===== config.mk =====
export PLATFORM = sky130hd
export DESIGN_NAME = i2ctd_regs
export DESIGN_NICKNAME = d
export VERILOG_FILES = /design/src/inc/i2ctd_pkg.sv /design/src/inc/i2ctd_clk_if.sv /design/src/rtl/i2ctd_clk_gen.sv /design/src/rtl/i2ctd_regs.sv
export VERILOG_INCLUDE_DIRS = /design/src /design/src/inc
export SDC_FILE = /design/constraint.sdc
export NUM_CORES = 1
export LEC_CHECK = 0
export BUFFER_PORTS_ARGS = -buffer_cell sky130_fd_sc_hd__buf_4
export CAP_MARGIN = 40
export CORE_ASPECT_RATIO = 0.9
export CORE_UTILIZATION = 36
export CTS_CLUSTER_SIZE = 10
export DETAILED_ROUTE_END_ITERATION = 12
export PLACE_DENSITY = 0.59
export SLEW_MARGIN = 10
export SYNTH_ARGS = -nofsm -noshare
export SYNTH_HDL_FRONTEND = slang
export SYNTH_SLANG_ARGS = --single-unit

===== constraint.sdc =====
create_clock -name clk_sys -period 2.3 [get_ports clk_sys]
set_clock_uncertainty 0.1 [all_clocks]
set_input_delay 0.23 -clock clk_sys [delete_from_list [all_inputs] [get_ports clk_sys]]
set_output_delay 0.23 -clock clk_sys [all_outputs]
set_load 0.01 [all_outputs]

===== src/inc/i2ctd_regs.svh =====
/*
 Register offsets, field positions, reset values and timing counts for the
 I2C timing and datapath register slice. Assumes inclusion by bare name.
*/
`ifndef I2CTD_REGS_SVH
`define I2CTD_REGS_SVH

`define I2CTD_ADDR_W          8
`define I2CTD_OFS_CLK_HIGH    8'h18
`define I2CTD_OFS_CLK_LOW     8'h19
`define I2CTD_OFS_DP_CTRL2    8'h1A
`define I2CTD_OFS_BC_ERRORS   8'h1B
`define I2CTD_OFS_BUILT_IN_SELF_TEST_CLEAR  8'h04
`define I2CTD_OFS_PORT_SEL    8'h1E
`define I2CTD_OFS_IRQ_STATUS  8'h20
`define I2CTD_OFS_IRQ_MASK    8'h21
`define I2CTD_RST_CLK_HIGH    8'h7F
`define I2CTD_RST_CLK_LOW     8'h7F
`define I2CTD_RST_DP_CTRL2    8'h01
`define I2CTD_BIT_SURROUND    0
`define I2CTD_BIT_WIDE        1
`define I2CTD_BIT_AUX_AUDIO   3
`define I2CTD_BIT_BUILT_IN_SELF_TEST_CLEAR  5
`define I2CTD_BIT_PORT_SEL    0
`define I2CTD_EXTRA_PERIODS   8'h05
`define I2CTD_ERR_SAT         8'hFF
`define I2CTD_IRQ_SAT0        0
`define I2CTD_IRQ_SAT1        1
`define I2CTD_IRQ_SCL         2
`define I2CTD_IRQ_W           3

`endif


===== src/inc/i2ctd_pkg.sv =====
/*
 Types shared by the register slice and its clock generator.
 Assumes the register header is compiled alongside.
*/
package i2ctd_pkg;
	typedef enum logic [1:0] {
		I2CTD_IDLE,
		I2CTD_HIGH,
		I2CTD_LOW,
		I2CTD_SETUP
	} i2ctd_phase_t;
	typedef logic [7:0] i2ctd_byte_t;
endpackage


===== src/inc/i2ctd_clk_if.sv =====
/*
 Interface between the register slice and the clock pulse generator.
 Assumes both ends run on clk_sys.
*/
`timescale 1ns/100ps
`default_nettype none
interface i2ctd_clk_if;
	import i2ctd_pkg::*;
	i2ctd_byte_t high_width;
	i2ctd_byte_t low_width;
	logic        run_master;
	logic        run_setup;
	logic        scl_level;
	logic        setup_done;
	logic        period_done;
	modport ctrl (output high_width, output low_width, output run_master, output run_setup,
		input scl_level, input setup_done, input period_done);
	modport gen (input high_width, input low_width, input run_master, input run_setup,
		output scl_level, output setup_done, output period_done);
endinterface
`default_nettype wire


===== src/rtl/i2ctd_clk_gen.sv =====
/*
 Clock pulse generator: high and low phases of the local master clock and
 the data setup interval of the slave before the stretched clock is released.
 Assumes one clock and a clock enable shared with the register slice.
*/
`timescale 1ns/100ps
`default_nettype none
`include "i2ctd_regs.svh"
module i2ctd_clk_gen (
	input  wire logic  clk_sys,
	input  wire logic  rst_n,
	input  wire logic  clk_en,
	i2ctd_clk_if.gen   bus
);
	import i2ctd_pkg::*;

	i2ctd_phase_t phase;
	logic [8:0]   count;
	logic [8:0]   high_len;
	logic [8:0]   low_len;
	wire          count_end;

	// Field plus fixed extra periods; nine bits hold 255 + 5
	assign high_len  = {1'b0, bus.high_width} + {1'b0, `I2CTD_EXTRA_PERIODS}; // RULE2
	assign low_len   = {1'b0, bus.low_width} + {1'b0, `I2CTD_EXTRA_PERIODS};  // RULE3
	assign count_end = (count == 9'h001);

	always_ff @(posedge clk_sys or negedge rst_n) begin
		if (!rst_n) begin
			phase           <= I2CTD_IDLE;
			count           <= 9'h000;
			bus.scl_level   <= 1'b1;
			bus.setup_done  <= 1'b0;
			bus.period_done <= 1'b0;
		end else if (clk_en) begin
			bus.setup_done  <= 1'b0;
			bus.period_done <= 1'b0;
			case (phase)
				I2CTD_IDLE: begin
					bus.scl_level <= 1'b1;
					if (bus.run_setup) begin
						phase <= I2CTD_SETUP;
						count <= low_len; // RULE4
					end else if (bus.run_master) begin
						phase <= I2CTD_HIGH;
						count <= high_len; // RULE1
					end
				end
				I2CTD_HIGH: begin
					bus.scl_level <= 1'b1;
					if (count_end) begin
						phase <= I2CTD_LOW;
						count <= low_len; // RULE3
					end else begin
						count <= count - 9'h001;
					end
				end
				I2CTD_LOW: begin
					bus.scl_level <= 1'b0;
					if (count_end) begin
						bus.period_done <= 1'b1;
						phase <= bus.run_master ? I2CTD_HIGH : I2CTD_IDLE;
						count <= high_len;
					end else begin
						count <= count - 9'h001;
					end
				end
				I2CTD_SETUP: begin
					// Clock held low by the slave until the data has stood long enough
					bus.scl_level <= 1'b0;
					if (count_end) begin
						bus.setup_done <= 1'b1; // RULE4
						phase <= I2CTD_IDLE;
					end else begin
						count <= count - 9'h001;
					end
				end
				default: phase <= I2CTD_IDLE;
			endcase
		end
	end
endmodule
`default_nettype wire


===== src/rtl/i2ctd_regs.sv =====
/*
 Register slice 0x18..0x1B: master clock widths, datapath control and the
 self-test back-channel error counter, plus port select, irq status and mask.
 Assumes a plain register port on clk_sys and error pulses already in clk_sys.
*/
// Our own choice: strobed register access.
// Function
// RULE1: The master clock high width comes from an 8-bit field that resets to 0x7F.
// RULE2: The high phase lasts the field value plus five oscillator periods.
// RULE3: The low phase comes from its own 8-bit field plus five periods, reset 0x7F.
// RULE4: As slave the data stands for the low-width interval before the clock is released.
// RULE5: The wide payload bit selects 28-bit data when set, 24-bit plus syncs when clear.
// RULE6: The surround bit selects 5.1 or 7.1 audio when set, else 2 or 4 channel audio.
// RULE7: Surround audio travels only through data-island transport.
// RULE8: In a repeater the detected in-band audio mode may override the surround bit.
// RULE9: Back-channel CRC errors count in self-test mode in 8 bits saturating at 255.
// RULE10: The error counter clears on a new self-test start or a write of bit 5 at 0x04.
// RULE11: With the port select bit set, the counter read returns the second port's count.
// RULE12: Reserved bits read as zero and writes to them do nothing.
`timescale 1ns/100ps
`default_nettype none
`include "i2ctd_regs.svh"
module i2ctd_regs #(
	parameter int PORTS = 2
) (
	input  wire logic                      clk_sys,
	input  wire logic                      rst_n,
	input  wire logic                      clk_en,
	input  wire logic [`I2CTD_ADDR_W-1:0]  reg_addr,
	input  wire i2ctd_pkg::i2ctd_byte_t    reg_wdata,
	input  wire logic                      reg_wr,
	input  wire logic                      reg_rd,
	output i2ctd_pkg::i2ctd_byte_t         reg_rdata,
	input  wire logic                      aux_audio_strap,
	input  wire logic                      repeater_mode,
	input  wire logic                      inband_surround,
	input  wire logic                      built_in_self_test,
	input  wire logic [PORTS-1:0]          back_channel_crc_err,
	input  wire logic                      master_start,
	input  wire logic                      slave_setup_req,
	output logic                           master_scl,
	output logic                           slave_release,
	output logic                           wide_payload_select,
	output logic                           surround_audio,
	output logic                           data_island_audio,
	output logic                           irq
);
	import i2ctd_pkg::*;

	// Reset image of the datapath control byte, split into its bits below
	localparam i2ctd_byte_t dp_reset = `I2CTD_RST_DP_CTRL2;

	i2ctd_clk_if clk_bus ();

	i2ctd_byte_t master_clock_high_width;
	i2ctd_byte_t master_clock_low_width;
	logic        wide_bit;
	logic        surround_bit;
	logic        second_port_view;
	logic [`I2CTD_IRQ_W-1:0] irq_status;
	logic [`I2CTD_IRQ_W-1:0] irq_mask;
	i2ctd_byte_t err_count [PORTS];
	logic        built_in_self_test_q;
	logic        aux_s1;
	logic        aux_s2;
	logic        aux_s3;
	logic        aux_audio;

	wire hit_high   = (reg_addr == `I2CTD_OFS_CLK_HIGH);
	wire hit_low    = (reg_addr == `I2CTD_OFS_CLK_LOW);
	wire hit_dp     = (reg_addr == `I2CTD_OFS_DP_CTRL2);
	wire hit_err    = (reg_addr == `I2CTD_OFS_BC_ERRORS);
	wire hit_clear  = (reg_addr == `I2CTD_OFS_BUILT_IN_SELF_TEST_CLEAR);
	wire hit_port   = (reg_addr == `I2CTD_OFS_PORT_SEL);
	wire hit_status = (reg_addr == `I2CTD_OFS_IRQ_STATUS);
	wire hit_mask   = (reg_addr == `I2CTD_OFS_IRQ_MASK);
	// Self-test start is the rising edge of the enable, a same-clock level
	wire built_in_self_test_start = built_in_self_test && !built_in_self_test_q;
	wire sw_clear   = reg_wr && hit_clear && reg_wdata[`I2CTD_BIT_BUILT_IN_SELF_TEST_CLEAR];
	wire err_clear  = built_in_self_test_start || sw_clear; // RULE10
	wire surround_eff = repeater_mode ? inband_surround : surround_bit; // RULE8
	wire [PORTS-1:0] sat_event;
	wire [`I2CTD_IRQ_W-1:0] irq_event;
	wire i2ctd_byte_t err_view = second_port_view ? err_count[PORTS-1] : err_count[0]; // RULE11
	i2ctd_byte_t read_mux;

	always_comb begin
		if (hit_high) begin
			read_mux = master_clock_high_width;
		end else if (hit_low) begin
			read_mux = master_clock_low_width;
		end else if (hit_dp) begin
			// Bits 7:4 and 2 reserved, read zero
			read_mux = {4'h0, aux_audio, 1'b0, wide_bit, surround_bit}; // RULE12
		end else if (hit_err) begin
			read_mux = err_view;
		end else if (hit_port) begin
			read_mux = {7'h00, second_port_view};
		end else if (hit_status) begin
			read_mux = {5'h00, irq_status};
		end else if (hit_mask) begin
			read_mux = {5'h00, irq_mask};
		end else begin
			read_mux = 8'h00;
		end
	end

	// Strap passes three flops; a change counts once the last two agree
	always_ff @(posedge clk_sys or negedge rst_n) begin
		if (!rst_n) begin
			aux_s1    <= 1'b0;
			aux_s2    <= 1'b0;
			aux_s3    <= 1'b0;
			aux_audio <= 1'b0;
		end else if (clk_en) begin
			aux_s1 <= aux_audio_strap;
			aux_s2 <= aux_s1;
			aux_s3 <= aux_s2;
			if (aux_s2 == aux_s3) begin
				aux_audio <= aux_s3;
			end
		end
	end

	always_ff @(posedge clk_sys or negedge rst_n) begin
		if (!rst_n) begin
			master_clock_high_width <= `I2CTD_RST_CLK_HIGH; // RULE1
			master_clock_low_width  <= `I2CTD_RST_CLK_LOW;  // RULE3
			wide_bit                <= dp_reset[`I2CTD_BIT_WIDE];
			surround_bit            <= dp_reset[`I2CTD_BIT_SURROUND];
			second_port_view        <= 1'b0;
			irq_mask                <= '0;
		end else if (clk_en && reg_wr) begin
			if (hit_high) begin
				master_clock_high_width <= reg_wdata;
			end else if (hit_low) begin
				master_clock_low_width <= reg_wdata;
			end else if (hit_dp) begin
				wide_bit     <= reg_wdata[`I2CTD_BIT_WIDE];     // RULE5
				surround_bit <= reg_wdata[`I2CTD_BIT_SURROUND]; // RULE6
			end else if (hit_port) begin
				second_port_view <= reg_wdata[`I2CTD_BIT_PORT_SEL];
			end else if (hit_mask) begin
				irq_mask <= reg_wdata[`I2CTD_IRQ_W-1:0];
			end
		end
	end

	genvar p;
	generate
		for (p = 0; p < PORTS; p++) begin : g_port
			assign sat_event[p] = built_in_self_test && back_channel_crc_err[p]
				&& !err_clear && (err_count[p] == `I2CTD_ERR_SAT - 8'h01);
			always_ff @(posedge clk_sys or negedge rst_n) begin
				if (!rst_n) begin
					err_count[p] <= 8'h00;
				end else if (clk_en) begin
					if (err_clear) begin
						err_count[p] <= 8'h00; // RULE10
					end else if (built_in_self_test && back_channel_crc_err[p]
						&& err_count[p] != `I2CTD_ERR_SAT) begin
						// Saturate instead of wrap so a long run never looks clean
						err_count[p] <= err_count[p] + 8'h01; // RULE9
					end
				end
			end
		end
	endgenerate

	assign irq_event = {clk_bus.period_done, sat_event[PORTS-1], sat_event[0]};

	always_ff @(posedge clk_sys or negedge rst_n) begin
		if (!rst_n) begin
			irq_status <= '0;
			built_in_self_test_q     <= 1'b0;
		end else if (clk_en) begin
			built_in_self_test_q <= built_in_self_test;
			// A new event wins over a write-one clear in the same cycle
			irq_status <= (irq_status & ~((reg_wr && hit_status) ?
				reg_wdata[`I2CTD_IRQ_W-1:0] : '0)) | irq_event;
		end
	end

	assign clk_bus.high_width = master_clock_high_width;
	assign clk_bus.low_width  = master_clock_low_width;
	assign clk_bus.run_master = master_start;
	assign clk_bus.run_setup  = slave_setup_req;

	i2ctd_clk_gen u_clk_gen (
		.clk_sys (clk_sys),
		.rst_n   (rst_n),
		.clk_en  (clk_en),
		.bus     (clk_bus.gen)
	);

	always_ff @(posedge clk_sys or negedge rst_n) begin
		if (!rst_n) begin
			reg_rdata           <= 8'h00;
			master_scl          <= 1'b1;
			slave_release       <= 1'b0;
			wide_payload_select <= 1'b0;
			surround_audio      <= 1'b0;
			data_island_audio   <= 1'b0;
			irq                 <= 1'b0;
		end else if (clk_en) begin
			reg_rdata           <= reg_rd ? read_mux : 8'h00;
			master_scl          <= clk_bus.scl_level; // RULE1
			slave_release       <= clk_bus.setup_done; // RULE4
			wide_payload_select <= wide_bit; // RULE5
			surround_audio      <= surround_eff; // RULE6
			// Surround has no path but the data island
			data_island_audio   <= surround_eff; // RULE7
			irq                 <= |(irq_status & irq_mask);
		end
	end
endmodule
`default_nettype wire


==> summary.txt <==
Outcome
  • Outcome: finished clean

Logic synthesis
  • Largest family of logic cells by synthesized area: simple AND/OR/NAND/NOR gates
  • Most used DFF post-synth: dfrtp_1
  • Seq cells post-synth: 73
  • Ys async rst share: 100%
  • Distinct cells, synth: 63
  • Synth Area in Compound Gates: 16.9%
  • Synth Area in XOR/XNOR: 4.32%
  • Simple-gate area share of the yosys netlist: 17.4%
  • Mux contribution to synthesized area: 13.3%
  • Syn Area/Cell: 9.78 um2
  • Post-Syn Nets: 493
  • Yosys warns: 0
  • Post-synth EDFFs: 0
  • Area of the mapped netlist: 0.00446 mm2
  • Register area share after synthesis: 41.4%
  • Cells after Synth: 456
  • Post-Synth Adder-Cell Area: 2.24%

STA
  • Setup tns final: 0 ns
  • Maximum clock frequency: 0.473 GHz
  • Relative slew slack: 59.3%
  • Hold WS: 0.0153 ns
  • Max-slew violations: 0
  • Unrepaired setup endpoints after global routing: false
  • Final Cycle Share: 91.9%
  • Final hold viol count: 0
  • Worst Max-Slew Pin Slew: 0.610 ns
  • Shortest clock period the worst path allows after layout: 2.11 ns
  • Final setup vio count: 0

Routing
  • Drt pass-1 iters: 5
  • Wirelength, routed: 12.1 mm
  • ANT nets after route: 0
  • DR vias/cell: 5.57
  • Vias post-DR: 3,792
  • Wire per inst: 17.8 um
  • DRC: 0
  • Iteration-0 DRC Markers: 172

Critical path
  • Required time worst endpoint: 2.41 ns
  • Worst setup EP type: flip-flop
  • CP arrival: 2.23 ns
  • Register-to-Register Path Depth: 8
  • Max FO, Critical Path: 5
  • Startpoint Class: flip-flop
  • Crit path kind: reg2reg

Global routing
  • Gr usage total: 20.0%
  • Antenna violations before repair: 0
  • GRT overflow: 0
  • First-pass GRT wire length: 19.8 mm
  • Pin count of the biggest net entering global routing: 42
  • Vias in the first global route: 3,804

Die
  • Row cnt: 38
  • Die area: 0.0128 mm2
  • Initial core utilization: 36.9%
  • Die width: 119 um
  • I/O Pins: 43
  • Die Y: 108 um
  • CORE AREA: 0.0121 mm2

Finish
  • Most frequent cells in the layout: buf_4 (71), dfrtp_1 (56), nor2_1 (36)
  • Finished Layout Cells: 681
  • Nets: 553
  • Commonest non-fill, non-tap cell in the layout: buf_4
  • Final core utilization: 45.4%
  • Layout cells sized above 1: 29.2%
  • Final instance area: 0.00548 mm2
  • Inserted Diodes: 0
  • P&R area growth vs syn: 22.9%

Placement
  • Hpwl dp: 8.84 mm
  • Routability cong.: 0.884
  • Post-Place Cells: 664
  • PortBufs: 42
  • Area of placed instances: 0.00512 mm2

Power
  • Logic gate share of total power: 30.2%
  • Sequential share of power: 36.0%
  • IR drop worst, VDD: 0.000553 V
  • Switching Fraction: 34.4%
  • Clock group share of total power: 33.9%
  • Leak: 0.00235 uW
  • Switching Power: 1590 uW
  • Design internal power: 3040 uW
  • PwrDens: 845 mW/mm2

Clocking
  • CTS clk-pin slew, worst paths: 0.06 ns
  • Maximum clock path buffer count: 2
  • Total CTS buffers: 9
  • Clock Latency Late Sink: 0.34 ns
  • Clock root buffer: clkbuf_16
  • TritonCTS clock tree: built
  • Clock sinks: 73
  • # H-tree levels: 3

Run
  • Max-Cap Viols: 0

Worst hold path
  • Worst Hold Class: in2reg
  • Hold Path Stages: 3
## final timing paths
| kind | end | slack [ns] | start |
|---|---|---|---|
| setup / recovery | u_clk_gen.count[0] | 0.19 | u_clk_gen.count[1] |
| hold / removal | built_in_self_test_q | 0.02 | built_in_self_test |
| setup reg to reg | u_clk_gen.count[0] | 0.19 | u_clk_gen.count[1] |
| hold reg to reg | aux_audio | 0.40 | aux_s3 |
| min in group asynchronous | u_clk_gen.phase[1] | 0.28 | rst_n |
| max in group asynchronous | clk_bus.low_width[4] | 1.19 | rst_n |
## sequential cells by signal, summed over array words and instances, names as in the netlist, 2 cells and up
signal,cells
err_count,16
u_clk_gen.count,9
clk_bus.low_width,8
reg_rdata,8
irq_mask,3
u_clk_gen.phase,2
clk_bus.high_width,8
irq_status,3
## per-layer routing
metal	global-route usage, %	vias up	part of all wire, %
met3	3.50	15	4.6
li1	-	1812	-
met1	28.4	1868	49
met4	6.61	0	1.6
met5	0	-	0
met2	30.6	97	45
## final cells by class
cell class / instances / area [um2]
Timing Repair Buffer: 73 / 563
Fill cell: 1188 / 6590
Multi-Input combinational cell: 334 / 2450
Clock inverter: 7 / 103
Clock buffer: 9 / 225
Sequential cell: 73 / 1850
Tap cell: 160 / 200
Inverter: 25 / 93.8
## what timing repair did
action,CTS,global route
hold buffers,1,0
endpoints found under the hold margin,25,0
setup endpoints to repair,0,7
buffers inserted,0,0
resized for setup,0,4
## through the flow
stage | worst slack [ns] | total power (uW)
4_1_cts | 0.0194 | 4590
2_1_floorplan | 0.0935 | 2440
6_report | 0.187 | 4630
5_1_grt | 0.0517 | 4880
3_5_place_dp | 0.0220 | 3000
3_3_place_gp | 0.0353 | 2990
## synthesized netlist by cell type (all sizes together) (5+ instances only)
master  number  area share (%)
nor2b        7            0.98
o22ai        9             1.3
or3          7             1.2
a211oi       5            0.84
mux2i       20             4.5
nor3         7            0.79
nand4       15             2.1
buf          9             1.1
xnor2        7             1.4
o21ai       24             2.7
dfrtp       56              31
dfstp       17              10
inv         25             2.1
nor4         5             1.0
ha           8             2.2
a21oi       16             1.8
nand3        9             1.0
xor2        15             2.9
clkbuf      15             1.3
nor2        36             3.0
a22oi       10             1.7
nand2       32             2.7
mux2        34             8.8
## power groups by stage
stage | sequential (uW) | clock (uW) | combinational, uW
after CTS | 1650 | 1600 | 1340
after global placement | 1670 | 0 | 1320
after floorplan | 1610 | 0 | 831
after global routing | 1700 | 1640 | 1530
after detailed placement | 1670 | 0 | 1330
final | 1670 | 1570 | 1400
## critical path, cell delays in order (launching register included)
cell and delay (ns):
dfrtp_1 0.38, inv_1 0.08, ha_1 0.18, or3b_4 0.44
nor4_2 0.26, buf_4 0.18, nand2_1 0.05, a32oi_1 0.21
o21ai_0 0.11
## kinds of logic (layout without fill, tap and decap cells)
family / after synthesis / count (layout)
fa+ha+maj: 8 / 8
compound gates: 109 / 109
buf+inv: 49 / 114
flops: 73 / 73
mux: 54 / 54
simple gates: 141 / 141
xor+xnor: 22 / 22
Power figures use the tool's default switching activity.
